--- src/common/can_chan_pkg.sv ---
// Notes on behaviour
// - Enabled channel with error count below 96 reports error-active.
// - Error count reaching 96 through bus errors reports error-warning.
// - Error count reaching 128 reports error-passive.
// - Error count above 255 enters bus-off, leaves the bus, reports bus-off.
// - Listen-only sends no frames and never drives acknowledge bits.
// - Prescaler divides controller clock into quanta, settings 1 to 256.
// - Phase segment 1 takes 1 to 8 quanta, phase segment 2 takes 2 to 8.
// - Propagation segment takes 1 to 8 quanta.
// - Each bit opens with a one-quantum synchronisation segment.
// - Time segment 1 is phase 1 plus propagation; sum below 4 is invalid.
// - Time segment 2 equals phase segment 2.
// - Bus level is sampled at the end of time segment 1.
// - Jump width 1 to 4 bounds resync changes, not the nominal rate.
// - Timing giving a rate outside 40k to 1M bit/s is rejected, not applied.
// - Each channel can be switched on or off; off or asleep reports inactive.
// - A command resets the channel controller to its initial state; the reset bit clears only error count, bus-off and bit timing.
`default_nettype none
package can_chan_pkg;
   localparam int CLK_HZ       = 125_000_000;
   localparam int RATE_MIN_BPS = 40_000;
   localparam int RATE_MAX_BPS = 1_000_000;
   localparam int BIT_CYC_MIN  = CLK_HZ / RATE_MAX_BPS;
   localparam int BIT_CYC_MAX  = CLK_HZ / RATE_MIN_BPS;
   localparam int TS1_MIN      = 4;
   localparam int WARN_LEVEL   = 96;
   localparam int PASSIVE_LEVEL = 128;
   localparam int BUSOFF_ABOVE = 255;
   localparam int ERR_STEP     = 8;

   localparam logic [7:0] OFS_CTRL    = 8'h00;
   localparam logic [7:0] OFS_TIMING  = 8'h04;
   localparam logic [7:0] OFS_STATUS  = 8'h08;
   localparam logic [7:0] OFS_INT_STS = 8'h0c;
   localparam logic [7:0] OFS_INT_MSK = 8'h10;

   localparam int CTRL_EN     = 0;
   localparam int CTRL_LISTEN = 1;
   localparam int CTRL_RST    = 2;
   localparam int CTRL_SLEEP  = 3;

   localparam int TIM_BRP  = 0;
   localparam int TIM_PROP = 12;
   localparam int TIM_PH1  = 16;
   localparam int TIM_PH2  = 20;
   localparam int TIM_SJW  = 24;
   localparam logic [31:0] TIM_MASK  = 32'h07ff_f1ff;
   // 500 kbit/s: 25 clocks per quantum, 1+4+3+2 quanta
   localparam logic [31:0] TIM_RESET = 32'h0123_4019;

   localparam int STS_STATE = 0;
   localparam int STS_CNT   = 8;

   localparam int INT_WARN   = 0;
   localparam int INT_PASS   = 1;
   localparam int INT_BOFF   = 2;
   localparam int INT_REJECT = 3;
   localparam int INT_W      = 4;

   localparam logic [1:0] RESP_OKAY   = 2'h0;
   localparam logic [1:0] RESP_SLVERR = 2'h2;

   typedef enum logic [4:0] {
      ST_INACTIVE = 5'h01,
      ST_ACTIVE   = 5'h02,
      ST_WARNING  = 5'h04,
      ST_PASSIVE  = 5'h08,
      ST_BUSOFF   = 5'h10
   } chan_state_e;
endpackage : can_chan_pkg
`default_nettype wire

--- src/hdl/can_chan_ctrl.sv ---
`timescale 1ns/100ps
`default_nettype none
module can_chan_ctrl #(
   parameter int BRP_MAX = 256,
   parameter int SEG_MAX = 8,
   parameter int PH2_MIN = 2,
   parameter int SJW_MAX = 4
) (
   // Clock and reset
   input  wire  logic        clk,
   input  wire  logic        nrst,
   // AXI4-Lite write
   input  wire  logic [7:0]  awaddr,
   input  wire  logic        awvalid,
   output var   logic        awready,
   input  wire  logic [31:0] wdata,
   input  wire  logic [3:0]  wstrb,
   input  wire  logic        wvalid,
   output var   logic        wready,
   output var   logic [1:0]  bresp,
   output var   logic        bvalid,
   input  wire  logic        bready,
   // AXI4-Lite read
   input  wire  logic [7:0]  araddr,
   input  wire  logic        arvalid,
   output var   logic        arready,
   output var   logic [31:0] rdata,
   output var   logic [1:0]  rresp,
   output var   logic        rvalid,
   input  wire  logic        rready,
   // Protocol core
   input  wire  logic        tx_bit,
   input  wire  logic        ack_drive,
   input  wire  logic        err_event,
   input  wire  logic        ok_event,
   output var   logic        rx_bit,
   output var   logic        sample_pulse,
   output var   logic        bit_start,
   output var   logic [4:0]  chan_state,
   output var   logic        irq,
   // Transceiver
   input  wire  logic        can_rx,
   output var   logic        can_tx
);

   function automatic logic [31:0] merge(input logic [31:0] old, input logic [31:0] nw,
                                        input logic [3:0] st);
      logic [31:0] r;
      r = old;
      for (int i = 0; i < 4; i++) begin
         if (st[i]) begin
            r[8*i +: 8] = nw[8*i +: 8];
         end
      end
      return r;
   endfunction : merge

   function automatic logic reg_known(input logic [7:0] a);
      return a == can_chan_pkg::OFS_CTRL || a == can_chan_pkg::OFS_TIMING ||
             a == can_chan_pkg::OFS_STATUS || a == can_chan_pkg::OFS_INT_STS ||
             a == can_chan_pkg::OFS_INT_MSK;
   endfunction : reg_known

   function automatic logic timing_ok(input logic [31:0] t);
      logic [8:0]  b;
      logic [3:0]  pr;
      logic [3:0]  p1;
      logic [3:0]  p2;
      logic [2:0]  sj;
      logic [4:0]  t1;
      logic [14:0] cyc;
      b   = t[can_chan_pkg::TIM_BRP +: 9];
      pr  = t[can_chan_pkg::TIM_PROP +: 4];
      p1  = t[can_chan_pkg::TIM_PH1 +: 4];
      p2  = t[can_chan_pkg::TIM_PH2 +: 4];
      sj  = t[can_chan_pkg::TIM_SJW +: 3];
      t1  = {1'b0, pr} + {1'b0, p1};
      cyc = 15'(b) * (15'(t1) + 15'(p2) + 15'h1);
      return b >= 9'h1 && 32'(b) <= BRP_MAX &&
             p1 >= 4'h1 && 32'(p1) <= SEG_MAX &&
             32'(p2) >= PH2_MIN && 32'(p2) <= SEG_MAX &&
             pr >= 4'h1 && 32'(pr) <= SEG_MAX &&
             sj >= 3'h1 && 32'(sj) <= SJW_MAX &&
             32'(t1) >= can_chan_pkg::TS1_MIN &&
             32'(cyc) >= can_chan_pkg::BIT_CYC_MIN &&
             32'(cyc) <= can_chan_pkg::BIT_CYC_MAX;
   endfunction : timing_ok

   // Bus slave state
   logic [7:0]  aw_addr_reg;
   logic [31:0] w_data_reg;
   logic [3:0]  w_strb_reg;
   logic [7:0]  ar_addr_reg;
   logic        do_write;
   logic [31:0] w_merged;
   // Registers
   logic        en_reg;
   logic        listen_reg;
   logic        sleep_reg;
   logic        chan_rst_reg;
   logic [31:0] tim_reg;
   logic        tim_apply_reg;
   logic        tim_wr;
   logic        tim_good;
   localparam int INT_W_L = can_chan_pkg::INT_W;
   logic [INT_W_L-1:0] int_sts_reg;
   logic [INT_W_L-1:0] int_msk_reg;
   logic [INT_W_L-1:0] int_set;
   logic [INT_W_L-1:0] int_clr;
   // Fault confinement
   logic [8:0]  cnt_reg;
   logic        boff_reg;
   logic        run;
   can_chan_pkg::chan_state_e state_reg;
   can_chan_pkg::chan_state_e state_next;
   // Bit timing
   logic        rx_s1_reg;
   logic        rx_s2_reg;
   logic        rx_s3_reg;
   logic [8:0]  pre_reg;
   logic        tq_tick;
   logic [5:0]  q_reg;
   logic [5:0]  lng_reg;
   logic        edge_pend_reg;
   logic        synced_reg;
   logic [8:0]  brp_v;
   logic [5:0]  ts1;
   logic [5:0]  ts2;
   logic [5:0]  sjw;
   logic [5:0]  samp_at;
   logic [5:0]  last_q;
   logic        eng_clr;

   assign do_write = !awready && !wready && !bvalid;
   assign w_merged = merge(tim_reg, w_data_reg, w_strb_reg);
   assign tim_wr   = do_write && aw_addr_reg == can_chan_pkg::OFS_TIMING;
   assign tim_good = timing_ok(w_merged & can_chan_pkg::TIM_MASK);
   assign run      = en_reg && !sleep_reg;

   // Write channel: address and data taken independently
   always_ff @(posedge clk) begin
      if (!nrst) begin
         awready     <= 1'b1;
         wready      <= 1'b1;
         bvalid      <= 1'b0;
         bresp       <= can_chan_pkg::RESP_OKAY;
         aw_addr_reg <= 8'h00;
         w_data_reg  <= 32'h0000_0000;
         w_strb_reg  <= 4'h0;
      end else begin
         if (awvalid && awready) begin
            aw_addr_reg <= awaddr;
            awready     <= 1'b0;
         end
         if (wvalid && wready) begin
            w_data_reg <= wdata;
            w_strb_reg <= wstrb;
            wready     <= 1'b0;
         end
         if (do_write) begin
            bvalid <= 1'b1;
            bresp  <= reg_known(aw_addr_reg) ? can_chan_pkg::RESP_OKAY
                                             : can_chan_pkg::RESP_SLVERR;
         end
         if (bvalid && bready) begin
            bvalid  <= 1'b0;
            awready <= 1'b1;
            wready  <= 1'b1;
         end
      end
   end

   // Read channel: one cycle from address to data
   always_ff @(posedge clk) begin
      if (!nrst) begin
         arready <= 1'b1;
         rvalid  <= 1'b0;
         rdata   <= 32'h0000_0000;
         rresp   <= can_chan_pkg::RESP_OKAY;
      end else if (arvalid && arready) begin
         arready <= 1'b0;
         rvalid  <= 1'b1;
         rresp   <= reg_known(araddr) ? can_chan_pkg::RESP_OKAY : can_chan_pkg::RESP_SLVERR;
         case (araddr)
            can_chan_pkg::OFS_CTRL: begin
               rdata <= 32'({sleep_reg, 1'b0, listen_reg, en_reg});
            end
            can_chan_pkg::OFS_TIMING: begin
               rdata <= tim_reg;
            end
            can_chan_pkg::OFS_STATUS: begin
               rdata <= 32'({cnt_reg, 3'h0, state_reg});
            end
            can_chan_pkg::OFS_INT_STS: begin
               rdata <= 32'(int_sts_reg);
            end
            can_chan_pkg::OFS_INT_MSK: begin
               rdata <= 32'(int_msk_reg);
            end
            default: begin
               rdata <= 32'h0000_0000;
            end
         endcase
      end else if (rvalid && rready) begin
         rvalid  <= 1'b0;
         arready <= 1'b1;
      end
   end

   // Control register; the reset bit is a one-shot and reads back zero
   always_ff @(posedge clk) begin
      if (!nrst) begin
         en_reg       <= 1'b0;
         listen_reg   <= 1'b0;
         sleep_reg    <= 1'b0;
         chan_rst_reg <= 1'b0;
      end else begin
         chan_rst_reg <= 1'b0;
         if (do_write && aw_addr_reg == can_chan_pkg::OFS_CTRL && w_strb_reg[0]) begin
            en_reg       <= w_data_reg[can_chan_pkg::CTRL_EN];
            listen_reg   <= w_data_reg[can_chan_pkg::CTRL_LISTEN];
            sleep_reg    <= w_data_reg[can_chan_pkg::CTRL_SLEEP];
            chan_rst_reg <= w_data_reg[can_chan_pkg::CTRL_RST];
         end
      end
   end

   // A rejected setting leaves the running timing untouched
   always_ff @(posedge clk) begin
      if (!nrst) begin
         tim_reg       <= can_chan_pkg::TIM_RESET;
         tim_apply_reg <= 1'b0;
      end else begin
         tim_apply_reg <= tim_wr && tim_good;
         if (tim_wr && tim_good) begin
            tim_reg <= w_merged & can_chan_pkg::TIM_MASK;
         end
      end
   end

   // Sticky events; a set in the same cycle as its clear wins
   always_comb begin
      int_set = '0;
      int_set[can_chan_pkg::INT_WARN] = state_next == can_chan_pkg::ST_WARNING &&
                                        state_reg != can_chan_pkg::ST_WARNING;
      int_set[can_chan_pkg::INT_PASS] = state_next == can_chan_pkg::ST_PASSIVE &&
                                        state_reg != can_chan_pkg::ST_PASSIVE;
      int_set[can_chan_pkg::INT_BOFF] = state_next == can_chan_pkg::ST_BUSOFF &&
                                        state_reg != can_chan_pkg::ST_BUSOFF;
      int_set[can_chan_pkg::INT_REJECT] = tim_wr && !tim_good;
      int_clr = '0;
      if (do_write && aw_addr_reg == can_chan_pkg::OFS_INT_STS && w_strb_reg[0]) begin
         int_clr = w_data_reg[INT_W_L-1:0];
      end
   end

   always_ff @(posedge clk) begin
      if (!nrst) begin
         int_sts_reg <= '0;
         int_msk_reg <= '0;
         irq         <= 1'b0;
      end else begin
         int_sts_reg <= (int_sts_reg & ~int_clr) | int_set;
         irq         <= |(int_sts_reg & int_msk_reg);
         if (do_write && aw_addr_reg == can_chan_pkg::OFS_INT_MSK && w_strb_reg[0]) begin
            int_msk_reg <= w_data_reg[INT_W_L-1:0];
         end
      end
   end

   // Error counter; bus-off holds until a channel reset
   always_ff @(posedge clk) begin
      if (!nrst || chan_rst_reg) begin
         cnt_reg  <= 9'h000;
         boff_reg <= 1'b0;
      end else begin
         if (err_event && cnt_reg <= 9'h1ff - 9'(can_chan_pkg::ERR_STEP)) begin
            cnt_reg <= cnt_reg + 9'(can_chan_pkg::ERR_STEP);
         end else if (ok_event && cnt_reg != 9'h000 && !boff_reg) begin
            cnt_reg <= cnt_reg - 9'h001;
         end
         if (run && 32'(cnt_reg) > can_chan_pkg::BUSOFF_ABOVE) begin
            boff_reg <= 1'b1;
         end
      end
   end

   always_comb begin
      if (!run) begin
         state_next = can_chan_pkg::ST_INACTIVE;
      end else if (boff_reg || 32'(cnt_reg) > can_chan_pkg::BUSOFF_ABOVE) begin
         state_next = can_chan_pkg::ST_BUSOFF;
      end else if (32'(cnt_reg) >= can_chan_pkg::PASSIVE_LEVEL) begin
         state_next = can_chan_pkg::ST_PASSIVE;
      end else if (32'(cnt_reg) >= can_chan_pkg::WARN_LEVEL) begin
         state_next = can_chan_pkg::ST_WARNING;
      end else begin
         state_next = can_chan_pkg::ST_ACTIVE;
      end
   end

   always_ff @(posedge clk) begin
      if (!nrst) begin
         state_reg  <= can_chan_pkg::ST_INACTIVE;
         chan_state <= 5'h01;
      end else begin
         state_reg  <= state_next;
         chan_state <= state_next;
      end
   end

   // Transmit gate: off, bus-off and observer mode all stay recessive
   always_ff @(posedge clk) begin
      if (!nrst) begin
         can_tx <= 1'b1;
      end else if (!run || boff_reg || listen_reg) begin
         can_tx <= 1'b1;
      end else begin
         can_tx <= tx_bit && !ack_drive;
      end
   end

   // Receive pin synchroniser; third stage only for edge detection
   always_ff @(posedge clk) begin
      if (!nrst) begin
         rx_s1_reg <= 1'b1;
         rx_s2_reg <= 1'b1;
         rx_s3_reg <= 1'b1;
      end else begin
         rx_s1_reg <= can_rx;
         rx_s2_reg <= rx_s1_reg;
         rx_s3_reg <= rx_s2_reg;
      end
   end

   assign brp_v   = tim_reg[can_chan_pkg::TIM_BRP +: 9];
   assign ts1     = 6'(tim_reg[can_chan_pkg::TIM_PROP +: 4]) +
                    6'(tim_reg[can_chan_pkg::TIM_PH1 +: 4]);
   assign ts2     = 6'(tim_reg[can_chan_pkg::TIM_PH2 +: 4]);
   assign sjw     = 6'(tim_reg[can_chan_pkg::TIM_SJW +: 3]);
   // Quantum 0 is the sync segment, so one bit spans 1+ts1+ts2 quanta
   assign samp_at = ts1 + lng_reg;
   assign last_q  = ts1 + ts2 + lng_reg;
   assign eng_clr = !run || chan_rst_reg || tim_apply_reg;
   assign tq_tick = pre_reg == brp_v - 9'h001;

   always_ff @(posedge clk) begin
      if (!nrst || eng_clr || tq_tick) begin
         pre_reg <= 9'h000;
      end else begin
         pre_reg <= pre_reg + 9'h001;
      end
   end

   // Resync: an edge in segment 1 lengthens it, in segment 2 cuts the bit short
   always_ff @(posedge clk) begin
      if (!nrst || eng_clr) begin
         q_reg         <= 6'h00;
         lng_reg       <= 6'h00;
         edge_pend_reg <= 1'b0;
         synced_reg    <= 1'b0;
         sample_pulse  <= 1'b0;
         bit_start     <= 1'b0;
         rx_bit        <= 1'b1;
      end else begin
         sample_pulse <= 1'b0;
         bit_start    <= 1'b0;
         if (tq_tick) begin
            edge_pend_reg <= 1'b0;
            // An edge in the sample quantum moves the sample point instead
            if (q_reg == samp_at && !edge_pend_reg) begin
               sample_pulse <= 1'b1;
               rx_bit       <= rx_s2_reg;
            end
            if (edge_pend_reg && q_reg != 6'h00 && q_reg <= samp_at) begin
               lng_reg    <= (q_reg < sjw) ? q_reg : sjw;
               synced_reg <= 1'b1;
               q_reg      <= q_reg + 6'h01;
            end else if (edge_pend_reg && q_reg > samp_at && last_q - q_reg > sjw) begin
               synced_reg <= 1'b1;
               q_reg      <= q_reg + sjw + 6'h01;
            end else if (q_reg == last_q || (edge_pend_reg && q_reg > samp_at)) begin
               q_reg      <= 6'h00;
               lng_reg    <= 6'h00;
               synced_reg <= 1'b0;
               bit_start  <= 1'b1;
            end else begin
               q_reg <= q_reg + 6'h01;
            end
         end
         // After the tick so that an edge on a tick cycle is not lost
         if (rx_s3_reg && !rx_s2_reg && !synced_reg) begin
            edge_pend_reg <= 1'b1;
         end
      end
   end

   property p_active;
      @(posedge clk) disable iff (!nrst)
      (run && !boff_reg && 32'(cnt_reg) < can_chan_pkg::WARN_LEVEL)
         |=> state_reg == can_chan_pkg::ST_ACTIVE;
   endproperty
   a_active: assert property (p_active) else $error("active state not reported");

   property p_warn;
      @(posedge clk) disable iff (!nrst)
      (run && !boff_reg && cnt_reg >= 9'd96 && cnt_reg < 9'd128)
         |=> chan_state == 5'h04;
   endproperty
   a_warn: assert property (p_warn) else $error("warning state not reported");

   property p_passive;
      @(posedge clk) disable iff (!nrst)
      (run && !boff_reg && cnt_reg >= 9'd128 && cnt_reg <= 9'd255)
         |=> state_reg == can_chan_pkg::ST_PASSIVE;
   endproperty
   a_passive: assert property (p_passive) else $error("passive state not reported");

   property p_busoff;
      @(posedge clk) disable iff (!nrst)
      (run && cnt_reg > 9'd255 && !chan_rst_reg)
         |=> state_reg == can_chan_pkg::ST_BUSOFF ##1 can_tx;
   endproperty
   a_busoff: assert property (p_busoff) else $error("bus-off not entered");

   property p_listen;
      @(posedge clk) disable iff (!nrst)
      listen_reg |=> can_tx;
   endproperty
   a_listen: assert property (p_listen) else $error("listen-only drove the bus");

   property p_reject;
      @(posedge clk) disable iff (!nrst)
      (tim_wr && !tim_good) |=> $stable(tim_reg) && int_sts_reg[3];
   endproperty
   a_reject: assert property (p_reject) else $error("bad timing applied");

   property p_tim_legal;
      @(posedge clk) disable iff (!nrst)
      ts1 >= 6'd4 && ts2 >= 6'd2 && ts2 <= 6'd8 && sjw >= 6'd1 && sjw <= 6'd4 &&
      brp_v >= 9'd1 && brp_v <= 9'd256;
   endproperty
   a_tim_legal: assert property (p_tim_legal) else $error("timing out of range");

   property p_sample;
      @(posedge clk) disable iff (!nrst || eng_clr)
      (tq_tick && q_reg == ts1 + lng_reg && !edge_pend_reg)
         |=> sample_pulse && rx_bit == $past(rx_s2_reg);
   endproperty
   a_sample: assert property (p_sample) else $error("sample point missed");

   property p_sjw;
      @(posedge clk) disable iff (!nrst)
      lng_reg <= sjw || tim_apply_reg;
   endproperty
   a_sjw: assert property (p_sjw) else $error("resync beyond jump width");

   property p_chan_rst;
      @(posedge clk) disable iff (!nrst)
      chan_rst_reg |=> cnt_reg == 9'h000 && !boff_reg && q_reg == 6'h00;
   endproperty
   a_chan_rst: assert property (p_chan_rst) else $error("channel reset incomplete");

   property p_inactive;
      @(posedge clk) disable iff (!nrst)
      !run |=> chan_state == 5'h01 && can_tx;
   endproperty
   a_inactive: assert property (p_inactive) else $error("inactive not reported");

endmodule : can_chan_ctrl
`default_nettype wire

--- config.mk ---
export PLATFORM = sky130hd
export DESIGN_NAME = can_chan_ctrl
export DESIGN_NICKNAME = d
export VERILOG_FILES = /design/src/common/can_chan_pkg.sv /design/src/hdl/can_chan_ctrl.sv
export SDC_FILE = /design/constraint.sdc
export NUM_CORES = 1
export LEC_CHECK = 0
export BUFFER_PORTS_ARGS = -buffer_cell sky130_fd_sc_hd__buf_2
export CAP_MARGIN = 40
export CORE_MARGIN = 5
export CORE_UTILIZATION = 65
export DETAILED_ROUTE_END_ITERATION = 10
export GPL_TIMING_DRIVEN = 0
export MAX_ROUTING_LAYER = met4
export PLACE_DENSITY = 0.91
export SETUP_SLACK_MARGIN = 0.02
export SLEW_MARGIN = 20
export SYNTH_ARGS = -nofsm -noshare
export SYNTH_HDL_FRONTEND = slang
export SYNTH_SLANG_ARGS = --single-unit
--- constraint.sdc ---
create_clock -name clk -period 23.4 [get_ports clk]
set_input_delay 1.17 -clock clk [delete_from_list [all_inputs] [get_ports clk]]
set_output_delay 1.17 -clock clk [all_outputs]
set_load 0.02 [all_outputs]
* Word level (Yosys, flattened, before mapping)
Index checks and enable logic that the tools add are counted.
Storage, ports and cells: register bits after elaboration 163, latch bits 0, RAM bits 0, memory bits (read-only) 0, bits of input ports 64, memories kept 0
Operators by class: add/subtract/negate cells 15, multipliers 1, divide/modulo/power cells 0, $lt $le $gt $ge 21, equal/unequal tests 18, shifts and indexed selects 0, mux-type cells 32, bitwise gates (word level) 6, reductions and logical operators 91
Operators with widths (count):
- $pmux W27 S5 | 1
- $logic_and A1 B1 Y1 | 44
- $mux W6 | 7
- $eq A8 B4 Y1 const B | 4
- $mux W8 | 3
- $le A9 B9 Y1 const B | 2
- $mux W9 | 2
- $sub A9 B1 Y9 const B | 2
- $logic_or A1 B1 Y1 | 17
- $eq A8 B3 Y1 const B | 2
- $eq A8 B5 Y1 const B | 2
- $logic_not A8 Y1 | 2
- $ge A15 B7 Y1 const B | 1
- $le A15 B12 Y1 const B | 1
- $mul A9 B7 Y15 | 1
- $add A5 B4 Y6 | 2
- $add A6 B1 Y6 const B | 2
- $eq A6 B6 Y1 | 2
- $le A4 B4 Y1 const B | 3
- $logic_not A1 Y1 | 12
- $mux W1 | 11
- $add A4 B4 Y5 | 2
- $mux W5 | 2
- $add A9 B1 Y9 const B | 1
- other kinds (42) | 56

* Longest topological paths before layout
depth after elaboration 17, mapped depth 32, gate-level depth less buffers 27

* Worst setup path after synthesis
Ideal clock, no wire load.
path type reg-to-reg, start register w_strb_reg[1], end register tim_reg[25], setup time 70 ps, data arrival time 7518 ps, path slack 15812 ps, stages on the path, launching flop included 29, path buffers 2, period minus slack after synthesis 7588 ps, cell sequence dfxtp_1 > clkbuf_1 > mux2_2 > ha_1 > fa_1 > ha_1 > nor2b_1 > o21ai_0 > nand2b_1 > xnor2_1 > nor2_1 > fa_1 > inv_1 > fa_1 > inv_1 > fa_1 > inv_1 > fa_1 > inv_1 > ha_1 > and3_1 > a221o_1 > a211o_1 > a311oi_1 > a211oi_1 > or3_1 > clkbuf_1 > or4_1 > a21oi_1
RTL lines:
- from (decl) | RTL line can_chan_ctrl.sv:92 | logic [3:0] w_strb_reg;
- from (signal assigned) | RTL line can_chan_ctrl.sv:157 | w_strb_reg <= wstrb;
- $mux W8 * | RTL line can_chan_ctrl.sv:51 | if (st[i]) begin
- net w_merged[12] | RTL line can_chan_ctrl.sv:95 | logic [31:0] w_merged;
- branches (longest 7 deep; another with $mul A9 B7 Y15)
- $logic_and A1 B1 Y1 * | RTL line can_chan_ctrl.sv:85 | 32'(cyc) >= can_chan_pkg::BIT_CYC_MIN &&
- $logic_and A1 B1 Y1 * | RTL line can_chan_ctrl.sv:235 | if (tim_wr && tim_good) begin
- to (signal assigned) | RTL line can_chan_ctrl.sv:231 | tim_reg <= can_chan_pkg::TIM_RESET;
- to (signal assigned) | RTL line can_chan_ctrl.sv:236 | tim_reg <= w_merged & can_chan_pkg::TIM_MASK;
- to (decl) | RTL line can_chan_ctrl.sv:101 | logic [31:0] tim_reg;
Mark *: on every way through the listed nets, which the timed path passes. A chain may end at the register's enable or synchronous reset.

* Final worst setup path
start register w_strb_reg[2], end register tim_reg[7]
Between the ends: cells in the longest elaborated chain, start to end 14
RTL lines (RTL line):
- $mux W8 * | can_chan_ctrl.sv:51
- net w_merged[16] | can_chan_ctrl.sv:95
- branches (longest 11 deep; another with $mul A9 B7 Y15)
- $logic_and A1 B1 Y1 * | can_chan_ctrl.sv:85
- $logic_and A1 B1 Y1 * | can_chan_ctrl.sv:235
Marks and branches as above.

==> run_results.csv <==
group,metric,value,unit
min_path,hold_path.class,"reg2reg",
cts,cts_tree,"done",
synth,synth_cell_types,72,
cts,hold_buffers,0,
cts,ctsLongestPathBuffers,2,
min_path,hp-start,"rx_s1_reg",
global_routing,grt_max_degree,18,
setup_path,slowest_delay,660,ps
global_routing,grt.total_usage,32.6,%
setup_path,crit_top_cell,"fa_1",
synth,ys_async_sr_fraction,0,%
layout,area_delta_synth_final,13.5,%
floorplanning,dieArea,0.0186,mm²
setup_path,r2r-start,"w_strb_reg[2]",
layout,postLayoutCellArea,0.0118,mm²
setup_path,cp-start-kind,"flip-flop",
cts,clock_sinks,153,
cts,path_clk_slew,70,ps
power_and_ir_drop,vdd_drop_max,0.0000694,V
synth,synth-seq-cells,153,
route,remaining_drc_errors,0,
cts,h-tree-depth,4,
setup_path,worstPathRequired,23760,ps
synth,synth_edf_count,0,
cts,post_cts_resize_count,0,
placed_design,dp_hpwl,21700,µm
power_and_ir_drop,power.density,66.2,mW/mm²
layout,largest_reg_flops,27,
placed_design,post_dp_cell_area,0.0112,mm²
setup_path,rr_endpoint,"tim_reg[7]",
sta,tightest_slew,868,ps
setup_path,r2r_cells,28,
synth,yosysSeqAreaShare,29.4,%
setup_path,cp_max_fo,10,
outcome,status,"finished, final reports clean",
setup_path,r2r_setup_slack,14540,ps
setup_path,cp_slowest_cell,"xnor2_1",
setup_path,cp-end-kind,"flip-flop",
sta,hold_viol,0,
cts,cts_root_buffer,"clkbuf_16",
sta,setup_viol,0,
placed_design,gp_congestion,0.979,
route,routed_wl,29200,µm
sta,finClkSkew,10.4,ps
route,viasPerCell,6.23,
route,drtIter0Drc,1002,
global_routing,antenna_found_initial,0,
power_and_ir_drop,leakage,0.00519,µW
floorplanning,coreArea,0.0158,mm²
cts,insertion_delay,440,ps
floorplanning,start_util,66.0,%
cts,post_cts_buffers,0,
route,first_pass_iters,6,
floorplanning,rows,46,
route,vias,10100,
min_path,hold_depth,1,
synth,yosys_warnings,0,
synth,syn-instance-count,1268,
sta,fin_crit_sh,37.9,%
sta,max_freq,0.113,GHz
synth,syn_avg_cell_area,8.20,µm²
min_path,hold_end,"rx_s2_reg",
global_routing,gr-total-overflow,0,
layout,layout.nets,1579,
sta,slew-limit-headroom,40.5,%
placed_design,io_buffers,95,
sta,tns,0,ps
cts,cts-buffers-inserted,17,
floorplanning,die_w,137,µm
route,wl_per_cell,18.1,µm
sta,slew_viol_final,0,
setup_path,timing.critical_path.arrival,9220,ps
setup_path,path_class,"reg2reg",
synth,netlist_area,0.0104,mm²
synth,ys.flop_type,"dfxtp_1",
floorplanning,ios,115,
global_routing,grt_pass1_wl,47100,µm
sta,period_needed,8860,ps
global_routing,grt_pass1_vias,9739,
route,postRouteAntennaNets,0,
run,maxCapViolations,0,
setup_path,worstSetupStartpoint,"w_strb_reg[2]",
layout,final_layout_size_suffix_gt1_share,12.2,%
sta,rsz0062_at_grt,"no",
layout,antennaDiodeCount,0,
floorplanning,die_y,137,µm
[routing by layer]
| layer | share of wire, % | vias up | routed length (µm) | track usage [%] |
|---|---|---|---|---|
| li1 | - | 4689 | - | - |
| met1 | 40 | 4724 | 11800 | 41.3 |
| met2 | 47 | 568 | 13700 | 51.3 |
| met3 | 9.0 | 103 | 2640 | 6.07 |
| met4 | 3.7 | 0 | 1100 | 13.5 |
| met5 | 0 | - | 0 | - |
[cell usage after synthesis (all sizes together) (12+ instances only)]
master / count / area share [%]
or2: 14 / 0.84
ha: 88 / 11
nor2: 120 / 4.3
nor3: 30 / 1.5
a211oi: 13 / 0.99
xor2: 20 / 1.7
o21ai: 40 / 1.9
fa: 38 / 7.3
buf: 19 / 1.1
nand2b: 18 / 1.2
dfxtp: 153 / 29
a21o: 19 / 1.4
clkbuf: 58 / 2.1
or3: 12 / 0.72
nand3: 51 / 2.5
nand2: 129 / 4.7
a21oi: 94 / 4.5
inv: 93 / 3.4
mux2i: 29 / 2.8
xnor2: 26 / 2.2
a31oi: 24 / 1.4
nor4: 25 / 1.5
[report_power, final]
group | total (µW) | switching (µW) | internal (µW)
sequential | 291 | 17.3 | 274
clock | 293 | 129 | 164
combinational | 198 | 119 | 78.7
total | 782 | 266 | 516
[cells by family (layout without fill, tap and decap cells)]
group                      Yosys count  in the layout  share of synthesized area, %
xor gates and xnor gates            46             46                          3.87
buffers and inverters              170            298                          6.52
muxes                               40             40                          4.02
other                                1              7                        0.0360
AOI/OAI and AO/OA                  267            267                          16.4
adders and majority gates          126            126                          17.9
DFF                                153            153                          29.4
and+or+nand+nor                    465            465                          21.8
[cell usage in the layout, fill, tap and decap left out, types with 38 or more instances in the layout]
cell type,count
buf_2,100
inv_1,93
dfxtp_1,153
o21ai_0,38
nor2_1,120
a21oi_1,94
fa_1,38
ha_1,88
nand2_1,129
clkbuf_1,58
nand3_1,51
[how the worst max path moves through the flow]
stage / to / slack, ps / depth (start not counted)
2_1_floorplan: tim_reg[25] / 15810 / 28
3_3_place_gp: tim_reg[2] / 14870 / 28
3_5_place_dp: tim_reg[20] / 14770 / 28
4_1_cts: tim_reg[7] / 14620 / 28
5_1_grt: tim_reg[7] / 14030 / 28
6_report: tim_reg[7] / 14540 / 28
[metrics by stage]
step                power [µW]  hold slack (ps)  util [%]  setup WS [ps]  instances
global route               815              441      74.8          14030       1618
global placement           476              405      70.8          14870       1585
finish                     782              419      74.8          14540       1618
CTS                        776              420      74.8          14620       1618
detailed placement         486              398      70.9          14770       1586
floorplan                  438              386         -          15810       1274
[layout make-up]
| cell class | count | area, µm² |
|---|---|---|
| Multi-Input combinational cell | 951 | 6680 |
| Inverter | 93 | 349 |
| Fill cell | 1144 | 3970 |
| Buffer | 77 | 329 |
| Sequential cell | 153 | 3060 |
| Tap cell | 216 | 270 |
| Clock inverter | 15 | 204 |
| Clock buffer | 17 | 425 |
| Timing Repair Buffer | 96 | 479 |
[worst max-delay path, delay by kind of cell (launching register included)]
family                     cells  cell delay (ps)
AOI/OAI and AO/OA              7             1730
xor gates and xnor gates       1              660
adders and majority gates      8             3380
buffers and inverters          6              950
DFF                            1              450
muxes                          1              380
and+or+nand+nor                5             1210
Power figures use the tool's default switching activity.
